[config.mk]
export PLATFORM = sky130hd
export DESIGN_NAME = pts_trap_sequencer
export DESIGN_NICKNAME = d
export VERILOG_FILES = /design/src/pts_pkg.sv /design/src/pts_bus_watch.sv /design/src/pts_trap_sequencer.sv
export SDC_FILE = /design/constraint.sdc
export NUM_CORES = 1
export LEC_CHECK = 0
export ABC_AREA = 1
export BUFFER_PORTS_ARGS = -buffer_cell sky130_fd_sc_hd__buf_2
export CAP_MARGIN = 25
export CORE_MARGIN = 1.5
export CORE_UTILIZATION = 35
export CTS_BUF_LIST = sky130_fd_sc_hd__clkbuf_4 sky130_fd_sc_hd__clkbuf_8
export CTS_CLUSTER_SIZE = 20
export DETAILED_ROUTE_END_ITERATION = 10
export PLACE_DENSITY = 0.67
export SYNTH_ARGS = -nofsm -noshare
export SYNTH_HDL_FRONTEND = slang
export SYNTH_SLANG_ARGS = --single-unit
[constraint.sdc]
create_clock -name clk -period 2.7 [get_ports clk]
set_input_delay 0.54 -clock clk [delete_from_list [all_inputs] [get_ports clk]]
set_output_delay 0.54 -clock clk [all_outputs]
set_load 0.03 [all_outputs]
[src/pts_pkg.sv]
package pts_pkg;

	// Status word layout.
	localparam int PSW_TRACE_BIT = 4;

	// Vector byte addresses in low memory; the status word sits one word above.
	localparam logic [15:0] VEC_BUS_ILLEGAL = 16'h0004;
	localparam logic [15:0] VEC_RESERVED = 16'h0008;
	localparam logic [15:0] VEC_TRACE = 16'h000C;
	localparam logic [15:0] VEC_IO_TRAP = 16'h0010;
	localparam logic [15:0] VEC_POWER_FAIL = 16'h0014;
	localparam logic [15:0] VEC_EMULATOR = 16'h0018;
	localparam logic [15:0] VEC_SOFT_TRAP = 16'h001C;
	localparam logic [15:0] VEC_PSW_OFFSET = 16'h0002;
	localparam logic [15:0] WORD_STEP = 16'h0002;

	// Opcodes decoded by the sequencer.
	localparam logic [15:0] OP_HALT = 16'h0000;
	localparam logic [15:0] OP_WAIT = 16'h0001;
	localparam logic [15:0] OP_RETURN_FROM_INTERRUPT = 16'h0002;
	localparam logic [15:0] OP_BREAKPOINT = 16'h0003;
	localparam logic [15:0] OP_IO_TRAP = 16'h0004;
	localparam logic [15:0] OP_RETURN_NO_TRACE = 16'h0006;
	localparam logic [6:0] OP_EMULATOR_TRAP_HI = 7'h44;
	localparam logic [9:0] OP_JUMP_HI = 10'h001;
	localparam logic [6:0] OP_CALL_HI = 7'h04;
	localparam logic [5:0] OP_RESERVED_LOW_MIN = 6'h07;
	localparam logic [6:0] OP_RESERVED_MID_HI = 7'h07;
	localparam logic [15:0] OP_RESERVED_HIGH_MIN = 16'h8D00;
	localparam logic [15:0] OP_RESERVED_HIGH_MAX = 16'h8FFF;

	// Timing at the 200 MHz processor clock.
	localparam int CLK_KHZ = 200000;
	localparam int BUS_TIMEOUT_US = 10;
	localparam int BUS_TIMEOUT_CYC = BUS_TIMEOUT_US * CLK_KHZ / 1000;
	localparam int POWER_DOWN_MS = 2;
	localparam int POWER_DOWN_CYC = POWER_DOWN_MS * CLK_KHZ;
	localparam int TIMEOUT_CNT_W = 11;
	localparam int POWER_CNT_W = 19;

	// Sequencer states.
	typedef enum logic [3:0] {
		SEQ_IDLE,
		SEQ_PUSH_PSW,
		SEQ_PUSH_PC,
		SEQ_READ_PC,
		SEQ_READ_PSW,
		SEQ_POP_PC,
		SEQ_POP_PSW,
		SEQ_FINISH,
		SEQ_HALTED
	} pts_seq_t;

endpackage

[src/pts_bus_watch.sv]
`timescale 1ns/10ps
// Watches one bus access at a time for odd word addresses and missing replies.
module pts_bus_watch (
	input wire logic clk,
	input wire logic rst,
	input wire logic active,
	input wire logic addr_lsb,
	input wire logic word_access,
	input wire logic reply,
	output logic odd_err,
	output logic timeout_err
);

	typedef struct packed {
		logic active_prev;
		logic odd;
		logic tout;
		logic fired;
		logic [pts_pkg::TIMEOUT_CNT_W-1:0] cnt;
	} pts_watch_t;

	pts_watch_t s_q;
	pts_watch_t s_d;

	// The count is cleared by every reply, so only an access left unanswered for BUS_TIMEOUT_CYC cycles trips it.
	always_comb begin
		s_d = s_q;
		s_d.active_prev = active;
		s_d.odd = active && !s_q.active_prev && word_access && addr_lsb;
		s_d.tout = 1'b0;
		if (!active || reply) begin
			s_d.cnt = '0;
			s_d.fired = 1'b0;
		end else if (!s_q.fired) begin
			if (s_q.cnt == pts_pkg::TIMEOUT_CNT_W'(pts_pkg::BUS_TIMEOUT_CYC - 1)) begin
				s_d.tout = 1'b1;
				s_d.fired = 1'b1;
			end else begin
				s_d.cnt = s_q.cnt + 1'b1;
			end
		end
	end

	// State register.
	always_ff @(posedge clk) begin
		if (rst) begin
			s_q <= '0;
		end else begin
			s_q <= s_d;
		end
	end

	assign odd_err = s_q.odd;
	assign timeout_err = s_q.tout;

	AST_TIMEOUT_COUNT: assert property (@(posedge clk) disable iff (rst)
		$rose(s_q.tout) |-> $past(active) && !$past(reply) && $past(s_q.cnt) ==
		pts_pkg::TIMEOUT_CNT_W'(pts_pkg::BUS_TIMEOUT_CYC - 1))
		else $error("Bus timeout fired at the wrong count.");

endmodule

[src/pts_trap_sequencer.sv]
`timescale 1ns/10ps
module pts_trap_sequencer #(
	parameter int POWER_DOWN_CYC = pts_pkg::POWER_DOWN_CYC
) (
	input wire logic clk,
	input wire logic rst,
	input wire logic fetch_valid,
	input wire logic [15:0] fetch_word,
	input wire logic exec_done,
	input wire logic stack_overflow,
	input wire logic [15:0] psw_in,
	input wire logic [15:0] pc_in,
	input wire logic [15:0] sp_in,
	input wire logic bus_active,
	input wire logic [15:0] bus_addr,
	input wire logic bus_word,
	input wire logic bus_reply,
	input wire logic power_fail,
	input wire logic console_continue,
	output logic mem_req,
	output logic mem_write,
	output logic [15:0] mem_addr,
	output logic [15:0] mem_wdata,
	input wire logic [15:0] mem_rdata,
	input wire logic mem_reply,
	output logic busy,
	output logic load_state,
	output logic [15:0] new_pc,
	output logic [15:0] new_psw,
	output logic [15:0] new_sp,
	output logic halted,
	output logic power_down_done
);

	typedef struct packed {
		pts_pkg::pts_seq_t st;
		logic [15:0] sp;
		logic [15:0] pc;
		logic [15:0] sav_psw;
		logic [15:0] vec;
		logic [15:0] maddr;
		logic [15:0] mwdata;
		logic [15:0] npc;
		logic [15:0] npsw;
		logic mwe;
		logic load;
		logic trace_flag;
		logic ret_full;
		logic ovf_after;
		logic pf_prev;
		logic pf_pend;
		logic pf_timing;
		logic pf_done;
		logic [pts_pkg::POWER_CNT_W-1:0] pf_cnt;
	} pts_state_t;

	pts_state_t s_q;
	pts_state_t s_d;
	logic odd_err;
	logic timeout_err;
	logic bus_err;
	logic [15:0] fetch_vec;
	logic pf_take;

	////////////////////////////////////////////////////////////////////////////////

	// Returns the vector of an instruction that traps at fetch, or zero if none.
	function automatic logic [15:0] pts_trap_vector(input logic [15:0] w);
		logic [15:0] v;
		v = '0;
		if (w == pts_pkg::OP_IO_TRAP) begin
			v = pts_pkg::VEC_IO_TRAP;
		end else if (w == pts_pkg::OP_BREAKPOINT) begin
			v = pts_pkg::VEC_TRACE;
		end else if (w[15:9] == pts_pkg::OP_EMULATOR_TRAP_HI) begin
			v = w[8] ? pts_pkg::VEC_SOFT_TRAP : pts_pkg::VEC_EMULATOR;
		end else if ((w[15:6] == pts_pkg::OP_JUMP_HI || w[15:9] == pts_pkg::OP_CALL_HI)
				&& w[5:3] == 3'h0) begin
			v = pts_pkg::VEC_BUS_ILLEGAL;
		end else if ((w[15:6] == 10'h000 && w[5:0] >= pts_pkg::OP_RESERVED_LOW_MIN)
				|| w[15:9] == pts_pkg::OP_RESERVED_MID_HI
				|| (w >= pts_pkg::OP_RESERVED_HIGH_MIN && w <= pts_pkg::OP_RESERVED_HIGH_MAX))
				begin
			v = pts_pkg::VEC_RESERVED;
		end
		return v;
	endfunction

	// True in states that hold a stack or vector access open on the memory port.
	function automatic logic pts_mem_state(input pts_pkg::pts_seq_t st);
		return st == pts_pkg::SEQ_PUSH_PSW || st == pts_pkg::SEQ_PUSH_PC
			|| st == pts_pkg::SEQ_READ_PC || st == pts_pkg::SEQ_READ_PSW
			|| st == pts_pkg::SEQ_POP_PC || st == pts_pkg::SEQ_POP_PSW;
	endfunction

	// Opens a trap: first push is the status word one word below the stack top.
	function automatic pts_state_t pts_start_trap(input pts_state_t s, input logic [15:0] v,
			input logic [15:0] pc, input logic [15:0] psw, input logic [15:0] sp);
		pts_state_t r;
		r = s;
		r.st = pts_pkg::SEQ_PUSH_PSW;
		r.vec = v;
		r.pc = pc;
		r.sav_psw = psw;
		r.sp = sp - pts_pkg::WORD_STEP;
		r.maddr = sp - pts_pkg::WORD_STEP;
		r.mwdata = psw;
		r.mwe = 1'b1;
		return r;
	endfunction

	////////////////////////////////////////////////////////////////////////////////

	// One watchdog serves both the core's accesses and the sequencer's own.
	pts_bus_watch u_watch (
		.clk(clk),
		.rst(rst),
		.active(pts_mem_state(s_q.st) ? 1'b1 : bus_active),
		.addr_lsb(pts_mem_state(s_q.st) ? s_q.maddr[0] : bus_addr[0]),
		.word_access(pts_mem_state(s_q.st) ? 1'b1 : bus_word),
		.reply(pts_mem_state(s_q.st) ? mem_reply : bus_reply),
		.odd_err(odd_err),
		.timeout_err(timeout_err)
	);

	assign bus_err = odd_err || timeout_err;
	assign fetch_vec = pts_trap_vector(fetch_word);
	assign pf_take = s_q.st == pts_pkg::SEQ_IDLE && !bus_err && !fetch_valid && exec_done
		&& !s_q.trace_flag && !stack_overflow && s_q.pf_pend;

	////////////////////////////////////////////////////////////////////////////////

	// Sequencer. In the idle state the if-chain order is the trap priority.
	always_comb begin
		s_d = s_q;
		s_d.load = 1'b0;
		s_d.pf_prev = power_fail;
		// A new power failure edge wins over the clear of its own take.
		s_d.pf_pend = (s_q.pf_pend && !pf_take) || (power_fail && !s_q.pf_prev);
		if (s_q.pf_timing && !s_q.pf_done) begin
			if (s_q.pf_cnt == pts_pkg::POWER_CNT_W'(POWER_DOWN_CYC - 1)) begin
				s_d.pf_done = 1'b1;
			end else begin
				s_d.pf_cnt = s_q.pf_cnt + 1'b1;
			end
		end
		case (s_q.st)
			pts_pkg::SEQ_IDLE: begin
				if (bus_err) begin
					// Odd address and timeout both take the bus-error vector; the watchdog ranks neither above the other.
					s_d = pts_start_trap(s_d, pts_pkg::VEC_BUS_ILLEGAL, pc_in, psw_in, sp_in);
					s_d.trace_flag = 1'b0;
					s_d.ovf_after = 1'b0;
				end else if (fetch_valid) begin
					// Trace is caught only here, so an earlier interrupt runs untraced.
					s_d.trace_flag = psw_in[pts_pkg::PSW_TRACE_BIT];
					s_d.ret_full = 1'b0;
					s_d.ovf_after = 1'b0;
					if (fetch_vec != 16'h0000) begin
						s_d = pts_start_trap(s_d, fetch_vec, pc_in, psw_in, sp_in);
						s_d.trace_flag = 1'b0;
					end else if (fetch_word == pts_pkg::OP_RETURN_FROM_INTERRUPT
							|| fetch_word == pts_pkg::OP_RETURN_NO_TRACE) begin
						s_d.st = pts_pkg::SEQ_POP_PC;
						s_d.sp = sp_in;
						s_d.maddr = sp_in;
						s_d.mwe = 1'b0;
						s_d.ret_full = fetch_word == pts_pkg::OP_RETURN_FROM_INTERRUPT;
						if (fetch_word == pts_pkg::OP_RETURN_NO_TRACE) begin
							s_d.trace_flag = 1'b0;
						end
					end else if (fetch_word == pts_pkg::OP_WAIT
							&& psw_in[pts_pkg::PSW_TRACE_BIT]) begin
						s_d = pts_start_trap(s_d, pts_pkg::VEC_TRACE, pc_in, psw_in, sp_in);
						s_d.trace_flag = 1'b0;
					end else if (fetch_word == pts_pkg::OP_HALT) begin
						s_d.st = pts_pkg::SEQ_HALTED;
						s_d.trace_flag = 1'b0;
					end
				end else if (exec_done) begin
					if (s_q.trace_flag) begin
						// The traced status word is the one left by the instruction.
						s_d = pts_start_trap(s_d, pts_pkg::VEC_TRACE, pc_in, psw_in, sp_in);
						s_d.ovf_after = stack_overflow;
						s_d.trace_flag = 1'b0;
					end else if (stack_overflow) begin
						s_d = pts_start_trap(s_d, pts_pkg::VEC_BUS_ILLEGAL, pc_in, psw_in, sp_in);
					end else if (s_q.pf_pend) begin
						s_d = pts_start_trap(s_d, pts_pkg::VEC_POWER_FAIL, pc_in, psw_in, sp_in);
					end
				end
			end
			pts_pkg::SEQ_PUSH_PSW: begin
				if (mem_reply) begin
					s_d.st = pts_pkg::SEQ_PUSH_PC;
					s_d.sp = s_q.sp - pts_pkg::WORD_STEP;
					s_d.maddr = s_q.sp - pts_pkg::WORD_STEP;
					s_d.mwdata = s_q.pc;
				end
			end
			pts_pkg::SEQ_PUSH_PC: begin
				if (mem_reply) begin
					s_d.st = pts_pkg::SEQ_READ_PC;
					s_d.maddr = s_q.vec;
					s_d.mwe = 1'b0;
				end
			end
			pts_pkg::SEQ_READ_PC: begin
				if (mem_reply) begin
					s_d.st = pts_pkg::SEQ_READ_PSW;
					s_d.npc = mem_rdata;
					s_d.maddr = s_q.vec + pts_pkg::VEC_PSW_OFFSET;
				end
			end
			pts_pkg::SEQ_POP_PC: begin
				if (mem_reply) begin
					s_d.st = pts_pkg::SEQ_POP_PSW;
					s_d.npc = mem_rdata;
					s_d.sp = s_q.sp + pts_pkg::WORD_STEP;
					s_d.maddr = s_q.sp + pts_pkg::WORD_STEP;
				end
			end
			pts_pkg::SEQ_READ_PSW, pts_pkg::SEQ_POP_PSW: begin
				if (mem_reply) begin
					s_d.st = pts_pkg::SEQ_FINISH;
					s_d.npsw = mem_rdata;
					s_d.load = 1'b1;
					if (s_q.st == pts_pkg::SEQ_POP_PSW) begin
						s_d.sp = s_q.sp + pts_pkg::WORD_STEP;
					end
				end
			end
			pts_pkg::SEQ_FINISH: begin
				// Interrupts are not held off here; the loaded priority must do that.
				s_d.st = pts_pkg::SEQ_IDLE;
				if (s_q.vec == pts_pkg::VEC_POWER_FAIL && !s_q.ret_full) begin
					s_d.pf_timing = 1'b1;
				end
				if (s_q.ovf_after) begin
					s_d = pts_start_trap(s_d, pts_pkg::VEC_BUS_ILLEGAL, s_q.npc, s_q.npsw, s_q.sp);
					s_d.ovf_after = 1'b0;
				end else if (s_q.ret_full
						&& (s_q.trace_flag || s_q.npsw[pts_pkg::PSW_TRACE_BIT])) begin
					s_d = pts_start_trap(s_d, pts_pkg::VEC_TRACE, s_q.npc, s_q.npsw, s_q.sp);
				end
				s_d.trace_flag = 1'b0;
				s_d.ret_full = 1'b0;
			end
			pts_pkg::SEQ_HALTED: begin
				if (console_continue) begin
					s_d.st = pts_pkg::SEQ_IDLE;
				end
			end
			default: begin
				s_d.st = pts_pkg::SEQ_IDLE;
			end
		endcase
		// A bus error inside any trap sequence is fatal.
		if (bus_err && pts_mem_state(s_q.st)) begin
			s_d.st = pts_pkg::SEQ_HALTED;
			s_d.ovf_after = 1'b0;
		end
	end

	// State register.
	always_ff @(posedge clk) begin
		if (rst) begin
			s_q <= '0;
		end else begin
			s_q <= s_d;
		end
	end

	////////////////////////////////////////////////////////////////////////////////

	// Outputs; the core stalls while busy and takes new state on the load pulse.
	assign mem_req = pts_mem_state(s_q.st);
	assign mem_write = s_q.mwe && mem_req;
	assign mem_addr = s_q.maddr;
	assign mem_wdata = s_q.mwdata;
	assign busy = s_q.st != pts_pkg::SEQ_IDLE;
	assign load_state = s_q.load;
	assign new_pc = s_q.npc;
	assign new_psw = s_q.npsw;
	assign new_sp = s_q.sp;
	assign halted = s_q.st == pts_pkg::SEQ_HALTED;
	assign power_down_done = s_q.pf_done;

	////////////////////////////////////////////////////////////////////////////////

	AST_PUSH_THEN_PC: assert property (@(posedge clk) disable iff (rst)
		s_q.st == pts_pkg::SEQ_PUSH_PSW && mem_reply && !bus_err |=> s_q.st ==
		pts_pkg::SEQ_PUSH_PC && mem_write && mem_wdata == s_q.pc && mem_addr == $past(mem_addr) - 16'h0002)
		else $error("Program counter push did not follow status push.");
	AST_VECTOR_PSW_ADDR: assert property (@(posedge clk) disable iff (rst)
		s_q.st == pts_pkg::SEQ_READ_PSW |-> mem_addr == s_q.vec + 16'h0002 && !mem_write)
		else $error("Vector status word read at wrong address.");
	AST_IO_TRAP_VEC: assert property (@(posedge clk) disable iff (rst)
		s_q.st == pts_pkg::SEQ_IDLE && !bus_err && fetch_valid && fetch_word == 16'h0004
		|=> s_q.st == pts_pkg::SEQ_PUSH_PSW && s_q.vec == 16'h0010)
		else $error("I/O trap did not use its vector.");
	AST_REG_JUMP_ILLEGAL: assert property (@(posedge clk) disable iff (rst)
		s_q.st == pts_pkg::SEQ_IDLE && !bus_err && fetch_valid && fetch_word[15:3] == 13'h0008
		|=> s_q.vec == 16'h0004)
		else $error("Register-mode jump was not trapped as illegal.");
	AST_BERR_HALTS: assert property (@(posedge clk) disable iff (rst)
		bus_err && mem_req |=> halted)
		else $error("Bus error inside a trap sequence did not halt.");
	AST_RET_TRACE: assert property (@(posedge clk) disable iff (rst)
		s_q.st == pts_pkg::SEQ_FINISH && s_q.ret_full && !s_q.ovf_after && new_psw[4]
		|=> s_q.st == pts_pkg::SEQ_PUSH_PSW && s_q.vec == 16'h000C && mem_wdata == $past(new_psw))
		else $error("Return restoring trace did not trace at once.");
	AST_RET_NO_TRACE: assert property (@(posedge clk) disable iff (rst)
		s_q.st == pts_pkg::SEQ_IDLE && !bus_err && fetch_valid && fetch_word == 16'h0006
		|=> !s_q.trace_flag && !s_q.ret_full)
		else $error("Return without trace left a trace pending.");
	AST_WAIT_TRACE: assert property (@(posedge clk) disable iff (rst)
		s_q.st == pts_pkg::SEQ_IDLE && !bus_err && fetch_valid && fetch_word == 16'h0001 && psw_in[4]
		|=> s_q.st == pts_pkg::SEQ_PUSH_PSW && s_q.vec == 16'h000C)
		else $error("Traced wait did not trap at once.");
	AST_TRACE_BEATS_OVF: assert property (@(posedge clk) disable iff (rst)
		s_q.st == pts_pkg::SEQ_IDLE && !bus_err && !fetch_valid && exec_done && s_q.trace_flag
		&& stack_overflow |=> s_q.vec == 16'h000C && s_q.ovf_after)
		else $error("Traced overflow did not defer behind the trace trap.");
	AST_BERR_FIRST: assert property (@(posedge clk) disable iff (rst)
		s_q.st == pts_pkg::SEQ_IDLE && bus_err |=> s_q.vec == 16'h0004 && !s_q.trace_flag)
		else $error("Bus error lost to a lower trap.");

	COV_TRACE_TRAP: cover property (@(posedge clk) disable iff (rst)
		s_q.st == pts_pkg::SEQ_FINISH && s_q.vec == 16'h000C);
	COV_RTI_POP: cover property (@(posedge clk) disable iff (rst)
		s_q.st == pts_pkg::SEQ_POP_PSW ##1 load_state);
	COV_POWER_TRAP: cover property (@(posedge clk) disable iff (rst)
		s_q.st == pts_pkg::SEQ_FINISH && s_q.vec == 16'h0014);

endmodule

Yosys cells after proc, flatten, opt, wreduce, memory -nomap -nowiden
Index checks and enable logic that the tools add are counted.
{ "totals": {"reg_bits": 159, "output_inout_bits": 86, "in_bits": 107} }
{ "op_classes": {"n_addsub": 6, "order_cmp": 3, "bitwise_logic": 4, "muxes": 64, "reduce_logical": 73, "n_eq_ne": 46} }
{ "op_table": {"columns": ["operator", "count"], "rows": [
  ["160-bit 2-to-1 mux", 8],
  ["157-bit 2-to-1 mux", 1],
  ["16-bit case mux with 3 select lines", 3],
  ["130-bit 2-to-1 mux", 1],
  ["20-bit 2-to-1 mux", 5],
  ["16-bit 2-to-1 mux", 6],
  ["48-bit 2-to-1 mux", 2],
  ["16-bit case mux with 6 select lines", 1],
  ["48-bit case mux with 2 select lines", 1],
  ["16-bit case mux with 5 select lines", 1],
  ["26-bit case mux with 2 select lines", 1],
  ["9-bit AND reduction", 4],
  ["16-bit by 2-bit adder with 16-bit output, second input constant", 2],
  ["16-bit by 2-bit == test with 1-bit output, second input constant", 2],
  ["16-bit by 3-bit == test with 1-bit output, second input constant", 2],
  ["32-bit 2-to-1 mux", 1],
  ["4-bit 2-to-1 mux", 8],
  ["4-bit case mux with 8 select lines", 1],
  ["16-bit by 2-bit subtractor with 16-bit output, second input constant", 2],
  ["1-bit logical AND", 20],
  ["19-bit by 1-bit adder with 19-bit output, second input constant", 1],
  ["19-bit == test, second input constant", 1],
  ["19-bit 2-to-1 mux", 1],
  ["2-bit inequality test, second input constant", 9],
  ["52 further kinds", 112]
]} }

Logic depth before layout (Yosys ltp)
Gate-level depths: netlist of run 1.
{ "depth": {"ltp_word": 19, "depth_mapped": 17} }

By module
From an unflattened synthesis of run 1, not the netlist that was laid out.
{ "hier_totals": {"hier_cells": 1598, "hier_area_um2": 9993.3} }
{ "by_module_without_submodules": {"columns": ["mod", "area_each_um2", "cells_each", "instances"], "rows": [
  ["pts_trap_sequencer", 9295.2, 1505, 1],
  ["pts_bus_watch", 698.2, 93, 1]
]} }

Least setup slack after synthesis of run 1
No wires, ideal clock.
{ "synth_timing": {"path_kind": "register -> output", "startpoint": "register s_q[158] (netlist bit)", "endpoint": "output port mem_write", "path_stages_with_launch": 9, "path_slack_ps": 571, "t_arrival_ps": 1589, "cell_sequence": "dfxtp_1 nand2_2 nor2_4 inv_2 nand3_2 inv_2 nand2_4 inv_2 nor2_1"} }
{ "synth_between": {"elab_chain_len": 7, "elab_cells_between_ends": 12, "cone_classes": "eq/ne (6); reduce/logical (6)"} }
{ "synth_lines": {"columns": ["item", "line_no", "source"], "rows": [
  ["from (decl)", "pts_trap_sequencer.sv:57", "pts_state_t s_q;"],
  ["from (signal assigned)", "pts_trap_sequencer.sv:268", "s_q <= '0;"],
  ["from (signal assigned)", "pts_trap_sequencer.sv:270", "s_q <= s_d;"],
  ["4-bit by 1-bit == test with 1-bit output / 4-bit by 2-bit == test with 1-bit output (equally long branches)", "pts_trap_sequencer.sv:91", "return st == pts_pkg::SEQ_PUSH_PSW || st == pts_pkg::SEQ_PUSH_PC"],
  ["1-bit logical OR", "pts_trap_sequencer.sv:91", null],
  ["1-bit logical OR (2 in a row)", "pts_trap_sequencer.sv:92", "|| st == pts_pkg::SEQ_READ_PC || st == pts_pkg::SEQ_READ_PSW"],
  ["1-bit logical OR", "pts_trap_sequencer.sv:93", "|| st == pts_pkg::SEQ_POP_PC || st == pts_pkg::SEQ_POP_PSW;"],
  ["1-bit logical OR (*)", "pts_trap_sequencer.sv:93", null],
  ["via mem_req", "pts_trap_sequencer.sv:20", "output logic mem_req,"],
  ["1-bit logical AND (*)", "pts_trap_sequencer.sv:278", "assign mem_write = s_q.mwe && mem_req;"],
  ["to (decl)", "pts_trap_sequencer.sv:21", "output logic mem_write,"]
]} }
The timed path passes the listed nets; every way through them passes the cells marked *.

Worst setup path after layout of run 1
{ "layout_timing": {"startpoint": "register s_q[156] (netlist bit)", "endpoint": "output port mem_write"} }
{ "layout_between": {"elab_chain_len": 7, "elab_cells_between_ends": 12, "cone_classes": "eq/ne (6); reduce/logical (6)"} }
{ "layout_lines": {"columns": ["item", "line_no"], "rows": [
  ["4-bit by 1-bit == test with 1-bit output / 4-bit by 2-bit == test with 1-bit output (equally long branches)", "pts_trap_sequencer.sv:91"],
  ["1-bit logical OR", "pts_trap_sequencer.sv:91"],
  ["1-bit logical OR (2 in a row)", "pts_trap_sequencer.sv:92"],
  ["1-bit logical OR", "pts_trap_sequencer.sv:93"],
  ["1-bit logical OR (*)", "pts_trap_sequencer.sv:93"],
  ["1-bit logical AND (*)", "pts_trap_sequencer.sv:278"]
]} }
Every way passes the cells marked *; elsewhere a longest branch is shown, timed or not.

==> results of run 1 <==
stage by stage:
stage                     std cells  setup slack (ps)  total power (W)  hold WS (ps)  util [%]
after floorplan                1570               571          0.00749           378         -
after CTS                      2045              33.4           0.0105           273      39.4
after detailed placement       2012               223          0.00865           391      37.9
final                          2049               138           0.0105           288      39.5
after global placement         2012               251          0.00858           388      37.9
after global routing           2048              6.03           0.0113           282      39.5
metal layers:
layer  global-route usage, %  routed length [um]  share of wire [%]
met2                    33.4               13800                 46
met4                    8.46                1120                3.7
met3                    3.84                1780                5.9
met5                       0                   0                  0
met1                    26.8               13400                 45
synthesized netlist by cell type (all sizes together), types with 2 or more instances:
cell	count	share of area, %
a22o	4	0.36
nor3	24	1.3
clkinv	2	0.076
o21ai	84	4.3
o21bai	4	0.30
o21a	2	0.15
and3	2	0.13
nor3b	2	0.15
nor4	6	0.38
ha	5	0.63
or2	6	0.41
xor2	23	2.0
a211oi	5	0.51
o211ai	19	1.4
clkbuf	28	1.1
a21oi	103	5.2
nand4	71	4.9
buf	107	7.7
dfxtp	146	30
o22ai	2	0.13
nor2	218	9.2
xnor2	10	0.89
inv	190	7.3
nand2	404	16
nand3	94	5.2
mux2i	2	0.20
cell families after synthesis:
kind of cell    Yosys count
simple gates            828
xor+xnor                 33
fa+ha+maj                 5
compound gates          229
buf+inv                 327
flops                   146
mux                       2
tightest hold or removal path, cell delays in order:
cell    delay [ps]
buf_2           70
inv_1           40
nor2_1          70
power groups by stage:
stage	Combinational, W	Sequential [W]	Clock [W]
2_1_floorplan	0.00458	0.00291	0
3_3_place_gp	0.00554	0.00304	0
3_5_place_dp	0.00560	0.00305	0
4_1_cts	0.00563	0.00300	0.00184
5_1_grt	0.00626	0.00308	0.00194
6_report	0.00565	0.00302	0.00181
final cells by class:
type	count	share of cell area, %
clock inverter	15	1.55
tap	378	4.31
antenna	4	0.0913
timing repair buffer	200	9.79
multi-input combinational	1097	48.8
inverter	192	6.59
sequential	146	26.7
clock buffer	17	2.13
what timing repair did:
| item | 4_1_cts | 5_1_grt |
|---|---|---|
| setup buffers | 1 | 0 |
| gates resized for setup | 0 | 5 |
| pin swaps | 1 | 0 |
| endpoints found under the setup margin | 1 | 1 |
registers in the layout, indices dropped and copies added, names as in the netlist:
signal,count
s_q,49
u_watch.s_q,13
new_sp,16
new_pc,16
u_watch.odd_err,1
power_down_done,1
mem_addr,16
new_psw,16
u_watch.timeout_err,1
mem_wdata,16
load_state,1
worst max-delay path by stage:
stage	from	end	slack (ps)	depth (start not counted)
after floorplan	s_q[158]	mem_write	570	8
after global placement	fetch_word[4]	mem_addr[6]	250	13
after detailed placement	fetch_word[15]	mem_addr[10]	220	14
after CTS	s_q[157]	mem_write	30	7
after global routing	s_q[156]	mem_write	6	10
final	s_q[156]	mem_write	140	10
==> summary.txt, run 1 <==
Run status
  • Status: completed

Setup path
  • Max incr delay on CP: 460 ps
  • Flop-to-flop setup slack: 460 ps
  • Cell family with most CP delay: buffers and inverters
  • Buf/Inv on CP: 5
  • Crit-path cells: nand2_2 -> inv_2 -> nor2_4 -> inv_2 -> nand3_2 -> inv_2 -> nand2_4 -> inv_2 -> nor2_2 -> clkbuf_4
  • Slowest CP cell: dfxtp_1
  • CP endpoint kind: output port
  • CP arrival: 2020 ps
  • Worst flop-to-flop path endpoint: s_q[131]
  • Critical path type: flop to output port
  • CP startpoint kind: flop
  • Crit path top cell by count: inv_2
  • Crit path max fanout: 9
  • Critical path data required time: 2160 ps
  • R2R depth: 9
  • R2r startpoint: s_q[156]

Place
  • Routability cong.: 0.927
  • I/O Buffers: 177
  • Area after DPL: 0.0105 mm2
  • HPWL Detailed: 22800 um

Yosys
  • Post-synthesis sequential area ratio: 29.7%
  • Largest family of logic cells by synthesized area: simple AND/OR/NAND/NOR gates
  • Synth Area in Compound Gates: 12.9%
  • Post-synthesis mux area share: 0.203%
  • Async SR Flop Fraction: 0%
  • Synth Cell Area: 0.00986 mm2
  • Synthesized Nets: 1682
  • Gate count of the mapped netlist: 1570
  • Yosys cell types: 53
  • Ys Warns: 0
  • Syn avg cell area: 6.28 um2
  • Xor and xnor area share after synthesis: 2.93%
  • #FFs+latches synth: 146
  • Post-synth EDFFs: 0
  • Synth Area in Adders: 0.635%
  • Top FF cell, synth: dfxtp_1
  • Simple-gate share of the synthesized area: 37.6%

CTS
  • Hold Buf Count CTS: 0
  • CTS max path bufs: 2
  • Total clock buffers created by CTS: 17
  • H-tree Lvls: 4
  • CTS clk-pin slew, worst paths: 90 ps
  • TritonCTS clock tree: yes
  • Root Buffer: clkbuf_8
  • Clock sinks: 146
  • Clock insertion delay at the later pin of the skew report: 470 ps

Global routing
  • Gr ovfl total: 0
  • Largest net degree at the start of global routing: 54
  • Global Route Usage Sum: 20.6%
  • Initial antenna violation count: 3
  • Vias in the first global route: 9307
  • First-pass GRT wire length: 47300 um

Floorplan
  • Die area: 0.0292 mm2
  • I/O Pins: 193
  • Initial cell density of the core: 35.5%
  • Chip height: 171 um
  • DIE WIDTH: 171 um
  • Rows: 61
  • Core ar.: 0.0278 mm2

Layout
  • Post-layout nets: 1766
  • Most frequent cells in the layout: 390 x nand2_1, 203 x nor2_1, 176 x buf_2
  • Area taken by multi-input logic gates: 0.00536 mm2
  • Synth-to-layout area growth: 11.3%
  • FF/Latch Area: 0.00293 mm2
  • Most common cell after layout, fill and taps aside: nand2_1
  • Layout cells sized above 1: 17.9%
  • Fill count: 3098
  • Finished Cell Area: 0.0110 mm2

Pwr
  • Maximum vdd drop: 0.000372 V
  • Logic gate share of total power: 54.0%
  • Clk pwr share: 17.3%
  • PD cells: 955 mW/mm2
  • Internal power: 0.00523 W
  • Sw Ratio: 50.1%
  • Register share of total power: 28.8%
  • Pleak: 5.18 nW
  • Net switching power figure: 0.00525 W

Routing
  • DR iter-0 viols: 764
  • Pre-antenna DRT Iters: 5
  • Post-route DRC: 0
  • Wire per inst: 14.7 um
  • Final WL: 30100 um
  • Via-to-Cell Ratio: 5.02
  • Vias: 10300
  • Antenna-violating nets left: 0

Timing
  • Hold Vio Cnt, Final: 0
  • Slew Viols, Final: 0
  • Final Skew: 23.6 ps
  • Peak Freq: 0.390 GHz
  • Worst Tran Pin Value: 617 ps
  • RSZ-0062 raised after global routing: false
  • Crit share post-route: 94.9%
  • Setup TNS: 0 ps
  • Slew HR: 58.8%
  • Tmin final: 2560 ps
  • Endpoints failing setup: 0

Worst hold path
  • Hold Path Stages: 3
  • Hold EP: s_q[22]
  • Worst hold path class: input port to flop
  • Hold path startpoint: power_fail

Flow run
  • Max-Cap Viols: 0
Note: power is estimated with default switching activity, not from simulation.
==> inputs of run 2 (changes only) <==
- ABC_AREA: 1 -> default
==> run 2 against run 1 <==
  * Clock skew fell by 9.8 ps
  * Sequential cell count did not move
  * Sequential power barely moved
  * Worst hold slack improved by 14 ps
  * Non-clock buffer count rose by 37
  * Synthesized cell count fell by 27%
  * Count of clock-buffer cells in the layout rose by 1
  * Core utilization rose by 1.4 points
==> summary.txt, run 2 <==
Global routing
  • Largest net degree at the start of global routing: 95 (+76%)
  • M2 GR Usage: 30.4% (-3.0 points)
  • GRT busiest layer: met2
  • Initial antenna violation count: 1 (-2)
  • First-pass GRT wire length: 41500 um (-12%)
  • Gr ovfl total: 0 (unchanged)
  • GRT met1 Usage: 28.0% (+1.2 points)
  • Vias in the first global route: 7832 (-16%)
  • Global Route Usage Sum: 19.8% (-0.83 points)
  • Met3 usage: 2.72% (-1.1 points)

Pwr
  • Clk pwr share: 17.6% (+0.3 points)
  • Internal power: 0.00542 W (+3.6%)
  • Net switching power figure: 0.00482 W (-8.1%)
  • Sw Ratio: 47.1% (-3.0 points)
  • PD cells: 997 mW/mm2 (+4.4%)
  • Logic gate share of total power: 52.7% (-1.3 points)
  • Register share of total power: 29.7% (+0.9 points)
  • Pleak: 4.07 nW (-21%)
  • Maximum vdd drop: 0.000557 V (+50%)

Floorplan
  • Core ar.: 0.0251 mm2 (-9.6%)
  • Initial cell density of the core: 35.7% (+0.18 points)
  • I/O Pins: 193 (unchanged)
  • Rows: 58 (-4.9%)
  • Chip height: 163 um (-4.6%)
  • DIE WIDTH: 163 um (-4.6%)
  • Die area: 0.0265 mm2 (-9.0%)

Setup path
  • R2R depth: 8 (-1)
  • Critical path data required time: 2160 ps (about the same)
  • Worst flop-to-flop path endpoint: mem_addr[15]
  • Crit-path cells: buf_4 -> clkinv_1 -> nor4_2 -> buf_2
  • R2r startpoint: new_sp[1]
  • CP arrival: 2020 ps (about the same)
  • Buf/Inv on CP: 3 (-2)
  • CP endpoint kind: output port
  • Critical path type: flop to output port
  • Crit path max fanout: 18 (+9)
  • Max incr delay on CP: 380 ps (-80 ps)
  • Cell family with most CP delay: buffers and inverters
  • CP startpoint kind: flop
  • Flop-to-flop setup slack: 210 ps (-250 ps)
  • Slowest CP cell: dfxtp_1

Place
  • I/O Buffers: 177 (unchanged)
  • HPWL Detailed: 19300 um (-16%)
  • Routability cong.: 0.914 (-1.4%)
  • Area after DPL: 0.00985 mm2 (-6.5%)

Routing
  • Pre-antenna DRT Iters: 6 (+1)
  • Final WL: 26600 um (-12%)
  • Antenna-violating nets left: 0 (unchanged)
  • DR iter-0 viols: 870 (+14%)
  • Vias: 8700 (-15%)
  • Post-route DRC: 0 (unchanged)
  • Via-to-Cell Ratio: 5.50 (+9.7%)
  • Wire per inst: 16.8 um (+14%)

Timing
  • Final Skew: 13.8 ps (-9.84 ps)
  • Endpoints failing setup: 0 (unchanged)
  • Peak Freq: 0.391 GHz (+0.26%)
  • Worst Tran Pin Value: 725 ps (+108 ps)
  • Slew Viols, Final: 0 (unchanged)
  • Hold WS: 302 ps (+14.0 ps)
  • Tmin final: 2560 ps (-6.63 ps)
  • RSZ-0062 raised after global routing: false
  • Slew HR: 51.6% (-7.3 points)
  • Crit share post-route: 94.6% (-0.25 points)
  • Hold Vio Cnt, Final: 0 (unchanged)

Yosys
  • Main area contributors after synthesis: dfxtp_1 33%, buf_4 7.3%, nor2_1 6.2%
  • Synthesized Nets: 1253 (-26%)
  • #FFs+latches synth: 146 (unchanged)
  • Gate count of the mapped netlist: 1141 (-27%)
  • Post-synth EDFFs: 0 (unchanged)
  • Post-synth top cells: 149 x nor2_1, 146 x dfxtp_1, 118 x nand2_1
  • Syn avg cell area: 7.85 um2 (+25%)
  • Synth Cell Area: 0.00895 mm2 (-9.2%)
  • Ys Warns: 0 (unchanged)
  • Post-synthesis sequential area ratio: 32.6% (+3.0 points)
  • Most used standard cell by instance count after synthesis: nor2_1
  • Post-synth top area cell: dfxtp_1
  • Top FF cell, synth: dfxtp_1
  • Yosys top cell area share: 32.6% (+3.0 points)
  • Yosys cell types: 87 (+64%)
  • Async SR Flop Fraction: 0% (unchanged)

Worst hold path
  • Hold path startpoint: power_fail
  • Hold EP: s_q[22]
  • Worst hold path class: input port to flop
  • Hold Path Stages: 2 (-1)

Layout
  • Biggest register: s_q
  • Fill count: 2624 (-15%)
  • Most common cell after layout, fill and taps aside: buf_2
  • Finished Cell Area: 0.0103 mm2 (-6.4%)
  • Synth-to-layout area growth: 14.6%
  • Layout cells sized above 1: 24.2% (+6.3 points)
  • Max reg flops: 49 (unchanged)
  • Most frequent cells in the layout: 176 x buf_2, 149 x nor2_1, 146 x dfxtp_1
  • Post-layout nets: 1349 (-24%)

CTS
  • Total clock buffers created by CTS: 17 (unchanged)
  • H-tree Lvls: 4 (unchanged)
  • Root Buffer: clkbuf_8
  • Clock sinks: 146 (unchanged)
  • CTS clk-pin slew, worst paths: 100 ps (about the same)
  • Clock insertion delay at the later pin of the skew report: 460 ps (about the same)
  • TritonCTS clock tree: yes
  • CTS max path bufs: 2 (unchanged)
  • Hold Buf Count CTS: 0 (unchanged)

Run status
  • Status: completed

Flow run
  • Max-Cap Viols: 0 (unchanged)
## run 2: metrics by stage
stage	TNS (ps)	setup WS [ps]	std cells	total power [W]	utilization (%)
after CTS	0	6.67	1580	0.0102	40.8
after global routing	0	5.70	1581	0.0109	40.9
after floorplan	0	153	1141	0.00704	-
after global placement	0	34.0	1547	0.00831	39.2
final	0	145	1581	0.0102	40.9
after detailed placement	-15.4	-15.4	1548	0.00841	39.2
## run 2: kinds of logic after synthesis
family	Yosys count	synth area share (%)
adder cells (fa/ha/maj)	5	0.699
flip-flops	146	32.6
buffers and inverters	179	11.9
AO/OA/AOI/OAI	285	22.7
XOR/XNOR	45	4.40
multiplexers	20	2.24
AND/OR/NAND/NOR	461	25.4
## run 2: power groups by stage
stage	registers [W]	clock network (W)	logic [W]
after floorplan	0.00291	0	0.00413
after global placement	0.00307	0	0.00524
after detailed placement	0.00309	0	0.00532
after CTS	0.00304	0.00185	0.00534
after global routing	0.00311	0.00194	0.00584
final	0.00305	0.00180	0.00539
## run 2: area by class of cell
| cell class | instances | area (um2) | area share, % |
|---|---|---|---|
| Antenna cell | 1 | 2.50 | 0.0244 |
| Clock buffer | 18 | 241 | 2.35 |
| Clock inverter | 14 | 165 | 1.61 |
| Inverter | 19 | 71.3 | 0.695 |
| Multi-Input combinational cell | 816 | 5010 | 48.8 |
| Sequential cell | 146 | 2920 | 28.5 |
| Tap cell | 330 | 413 | 4.02 |
| Timing Repair Buffer | 237 | 1440 | 14.1 |
## run 2: timing repair
item	CTS	global route
endpoints found under the setup margin	0	1
buffers inserted	0	0
resized for setup	0	1
## run 2: metal layers
| layer | share of wire [%] | vias up | wire length, um |
|---|---|---|---|
| met4 | 2.2 | 0 | 580 |
| met1 | 46 | 4016 | 12300 |
| met3 | 7.1 | 45 | 1880 |
| li1 | - | 4263 | - |
| met5 | 0 | - | 0 |
| met2 | 44 | 376 | 11800 |
## run 2: worst max path at each step
| stage | start | to | slack, ps | cells past startpoint |
|---|---|---|---|---|
| 2_1_floorplan | s_q[156] | s_q[159] | 150 | 7 |
| 3_3_place_gp | fetch_word[1] | new_sp[13] | 30 | 8 |
| 3_5_place_dp | fetch_word[1] | new_sp[5] | -20 | 8 |
| 4_1_cts | s_q[159] | halted | 7 | 4 |
| 5_1_grt | s_q[159] | halted | 6 | 4 |
| 6_report | s_q[159] | halted | 140 | 4 |
==> inputs of run 3 (changes only) <==
- CORE_UTILIZATION: 35 -> 57
- PLACE_DENSITY: 0.67 -> 0.95
==> run 3 against run 2 <==
  * Count of clock-buffer cells in the layout fell by 1
  * Cell count fell by 7.4%
  * Worst setup slack got worse by 16 ps
  * Global-route usage rose by 11 points
  * Via count rose by 4.6%
  * Clock power barely moved
  * Critical path type is now flop to flop
  * Largest power group unchanged
  * Highest routed layer unchanged
==> summary.txt, run 3 (synthesis gave the netlist of run 2 again) <==
CTS
  • Total clock buffers created by CTS: 17 (unchanged)
  • CTS clk-pin slew, worst paths: 100 ps (about the same)
  • Clock insertion delay at the later pin of the skew report: 460 ps (about the same)
  • Root Buffer: clkbuf_8
  • TritonCTS clock tree: yes
  • Hold Buf Count CTS: 0 (unchanged)
  • # Post-CTS Setup Buffers: 0 (unchanged)
  • H-tree Lvls: 4 (unchanged)
  • Clock sinks: 146 (unchanged)
  • CTS max path bufs: 2 (unchanged)

Floorplan
  • Die area: 0.0165 mm2 (-38%)
  • Rows: 45 (-22%)
  • Chip height: 128 um (-21%)
  • DIE WIDTH: 128 um (-21%)
  • Core ar.: 0.0153 mm2 (-39%)
  • I/O Pins: 193 (unchanged)
  • Initial cell density of the core: 58.7% (+23 points)

Timing
  • Slew HR: 52.8% (+1.2 points)
  • Slack of the critical path: 129 ps (-15.6 ps)
  • Crit share post-route: 95.2% (+0.58 points)
  • Worst Tran Pin Value: 705 ps (-20.3 ps)
  • Slew Viols, Final: 0 (unchanged)
  • Final Skew: 19.2 ps (+5.45 ps)
  • Setup TNS: 0 ps (unchanged)
  • RSZ-0062 raised after global routing: false
  • Tmin final: 2570 ps (+15.6 ps)
  • Hold Vio Cnt, Final: 0 (unchanged)
  • Peak Freq: 0.389 GHz (-0.61%)
  • Endpoints failing setup: 0 (unchanged)

Run status
  • Status: completed

Routing
  • Wire per inst: 17.6 um (+4.6%)
  • Via-to-Cell Ratio: 6.22 (+13%)
  • Pre-antenna DRT Iters: 5 (-1)
  • DR iter-0 viols: 1166 (+34%)
  • Antenna-violating nets left: 0 (unchanged)
  • Vias: 9102 (+4.6%)
  • Post-route DRC: 0 (unchanged)
  • Final WL: 25800 um (-3.1%)

Place
  • HPWL Detailed: 18400 um (-4.6%)
  • Routability cong.: 0.980 (+7.2%)
  • I/O Buffers: 177 (unchanged)
  • Dpl cells: 1430 (-7.6%)
  • Placement Setup Slack: 1.13 ps (+16.5 ps)

Pwr
  • Maximum vdd drop: 0.000709 V (+27%)
  • Pleak: 4.06 nW (-0.21%)
  • PD cells: 1020 mW/mm2 (+2.0%)

Layout
  • Final core utilization: 66.1% (+25 points)
  • Post-Layout Cell Count: 1464 (-7.4%)
  • Most frequent cells in the layout: 176 x buf_2, 149 x nor2_1, 145 x dfxtp_1
  • Synth-to-layout area growth: 12.7%
  • Area taken by multi-input logic gates: 0.00501 mm2 (unchanged)
  • Max reg flops: 49 (unchanged)
  • FF/Latch Area: 0.00292 mm2 (about the same)
  • Biggest register: s_q
  • Layout cells sized above 1: 24.4% (+0.14 points)
  • Most common cell after layout, fill and taps aside: buf_2
  • Fill count: 1292 (-51%)
  • Post-layout nets: 1350 (+0.074%)

Global routing
  • Initial antenna violation count: 1 (unchanged)
  • Largest net degree at the start of global routing: 49 (-48%)
  • Vias in the first global route: 8243 (+5.2%)
  • First-pass GRT wire length: 40600 um (-2.2%)
  • Global Route Usage Sum: 30.9% (+11 points)
  • Gr ovfl total: 0 (unchanged)

Setup path
  • Critical path type: flop to flop
  • CP arrival: 2890 ps (+870 ps)
  • Crit path max fanout: 7 (-11)
  • Critical path data required time: 3020 ps (+860 ps)
  • CP startpoint kind: flop
  • CP endpoint kind: flop

Worst hold path
  • Worst hold path class: input port to flop

Flow run
  • Max-Cap Viols: 0 (unchanged)
## run 3: critical path: stages, from the launching register on
cell and delay (ps):
dfxtp_1 340, nor4_4 390, nand3_1 250, a311oi_2 580
a21o_1 370, a21oi_1 120, a221oi_1 370
## run 3: report_power, final
part,internal (W),switching [W],leakage (nW)
Clock,0.000789,0.00100,0.209
Sequential,0.00263,0.000423,1.19
Combinational,0.00202,0.00341,2.66
## run 3: layout make-up
type / count / area share (%)
Sequential cell: 146 / 29.0
Inverter: 19 / 0.707
Timing Repair Buffer: 238 / 13.8
Clock buffer: 17 / 2.32
Antenna cell: 2 / 0.0496
Clock inverter: 15 / 1.87
Multi-Input combinational cell: 816 / 49.6
Tap cell: 211 / 2.62
## run 3: final timing paths
| kind | startpoint | end | slack [ps] | depth (start not counted) |
|---|---|---|---|---|
| worst max-delay path | s_q[158] | new_sp[13] | 130 | 6 |
| worst min-delay path | bus_active | u_watch.s_q[14] | 310 | 3 |
| worst max register to register | s_q[158] | new_sp[13] | 130 | 6 |
| worst min register to register | u_watch.s_q[14] | u_watch.odd_err | 420 | 1 |
## run 3: per-layer routing
layer  global-route usage, %  vias up  part of all wire [%]
met1                    41.5     4186                    41
met5                       0        -                     0
li1                        -     4277                     -
met3                    5.95       77                    10
met4                    13.2        0                   3.3
met2                    48.7      562                    45
## run 3: repair_timing
item,in CTS,in global routing
gates resized for setup,1,1
setup endpoints to repair,1,1
pin swaps,0,0
gates cloned,0,0
## run 3: through the flow
| stage | cell area (um2) | hold slack (ps) | total power, W |
|---|---|---|---|
| after floorplan | 8960 | 375 | 0.00704 |
| after global placement | 9650 | 382 | 0.00821 |
| after detailed placement | 9650 | 391 | 0.00834 |
| after CTS | 10100 | 302 | 0.0102 |
| after global routing | 10100 | 308 | 0.0108 |
| final | 10100 | 314 | 0.0103 |
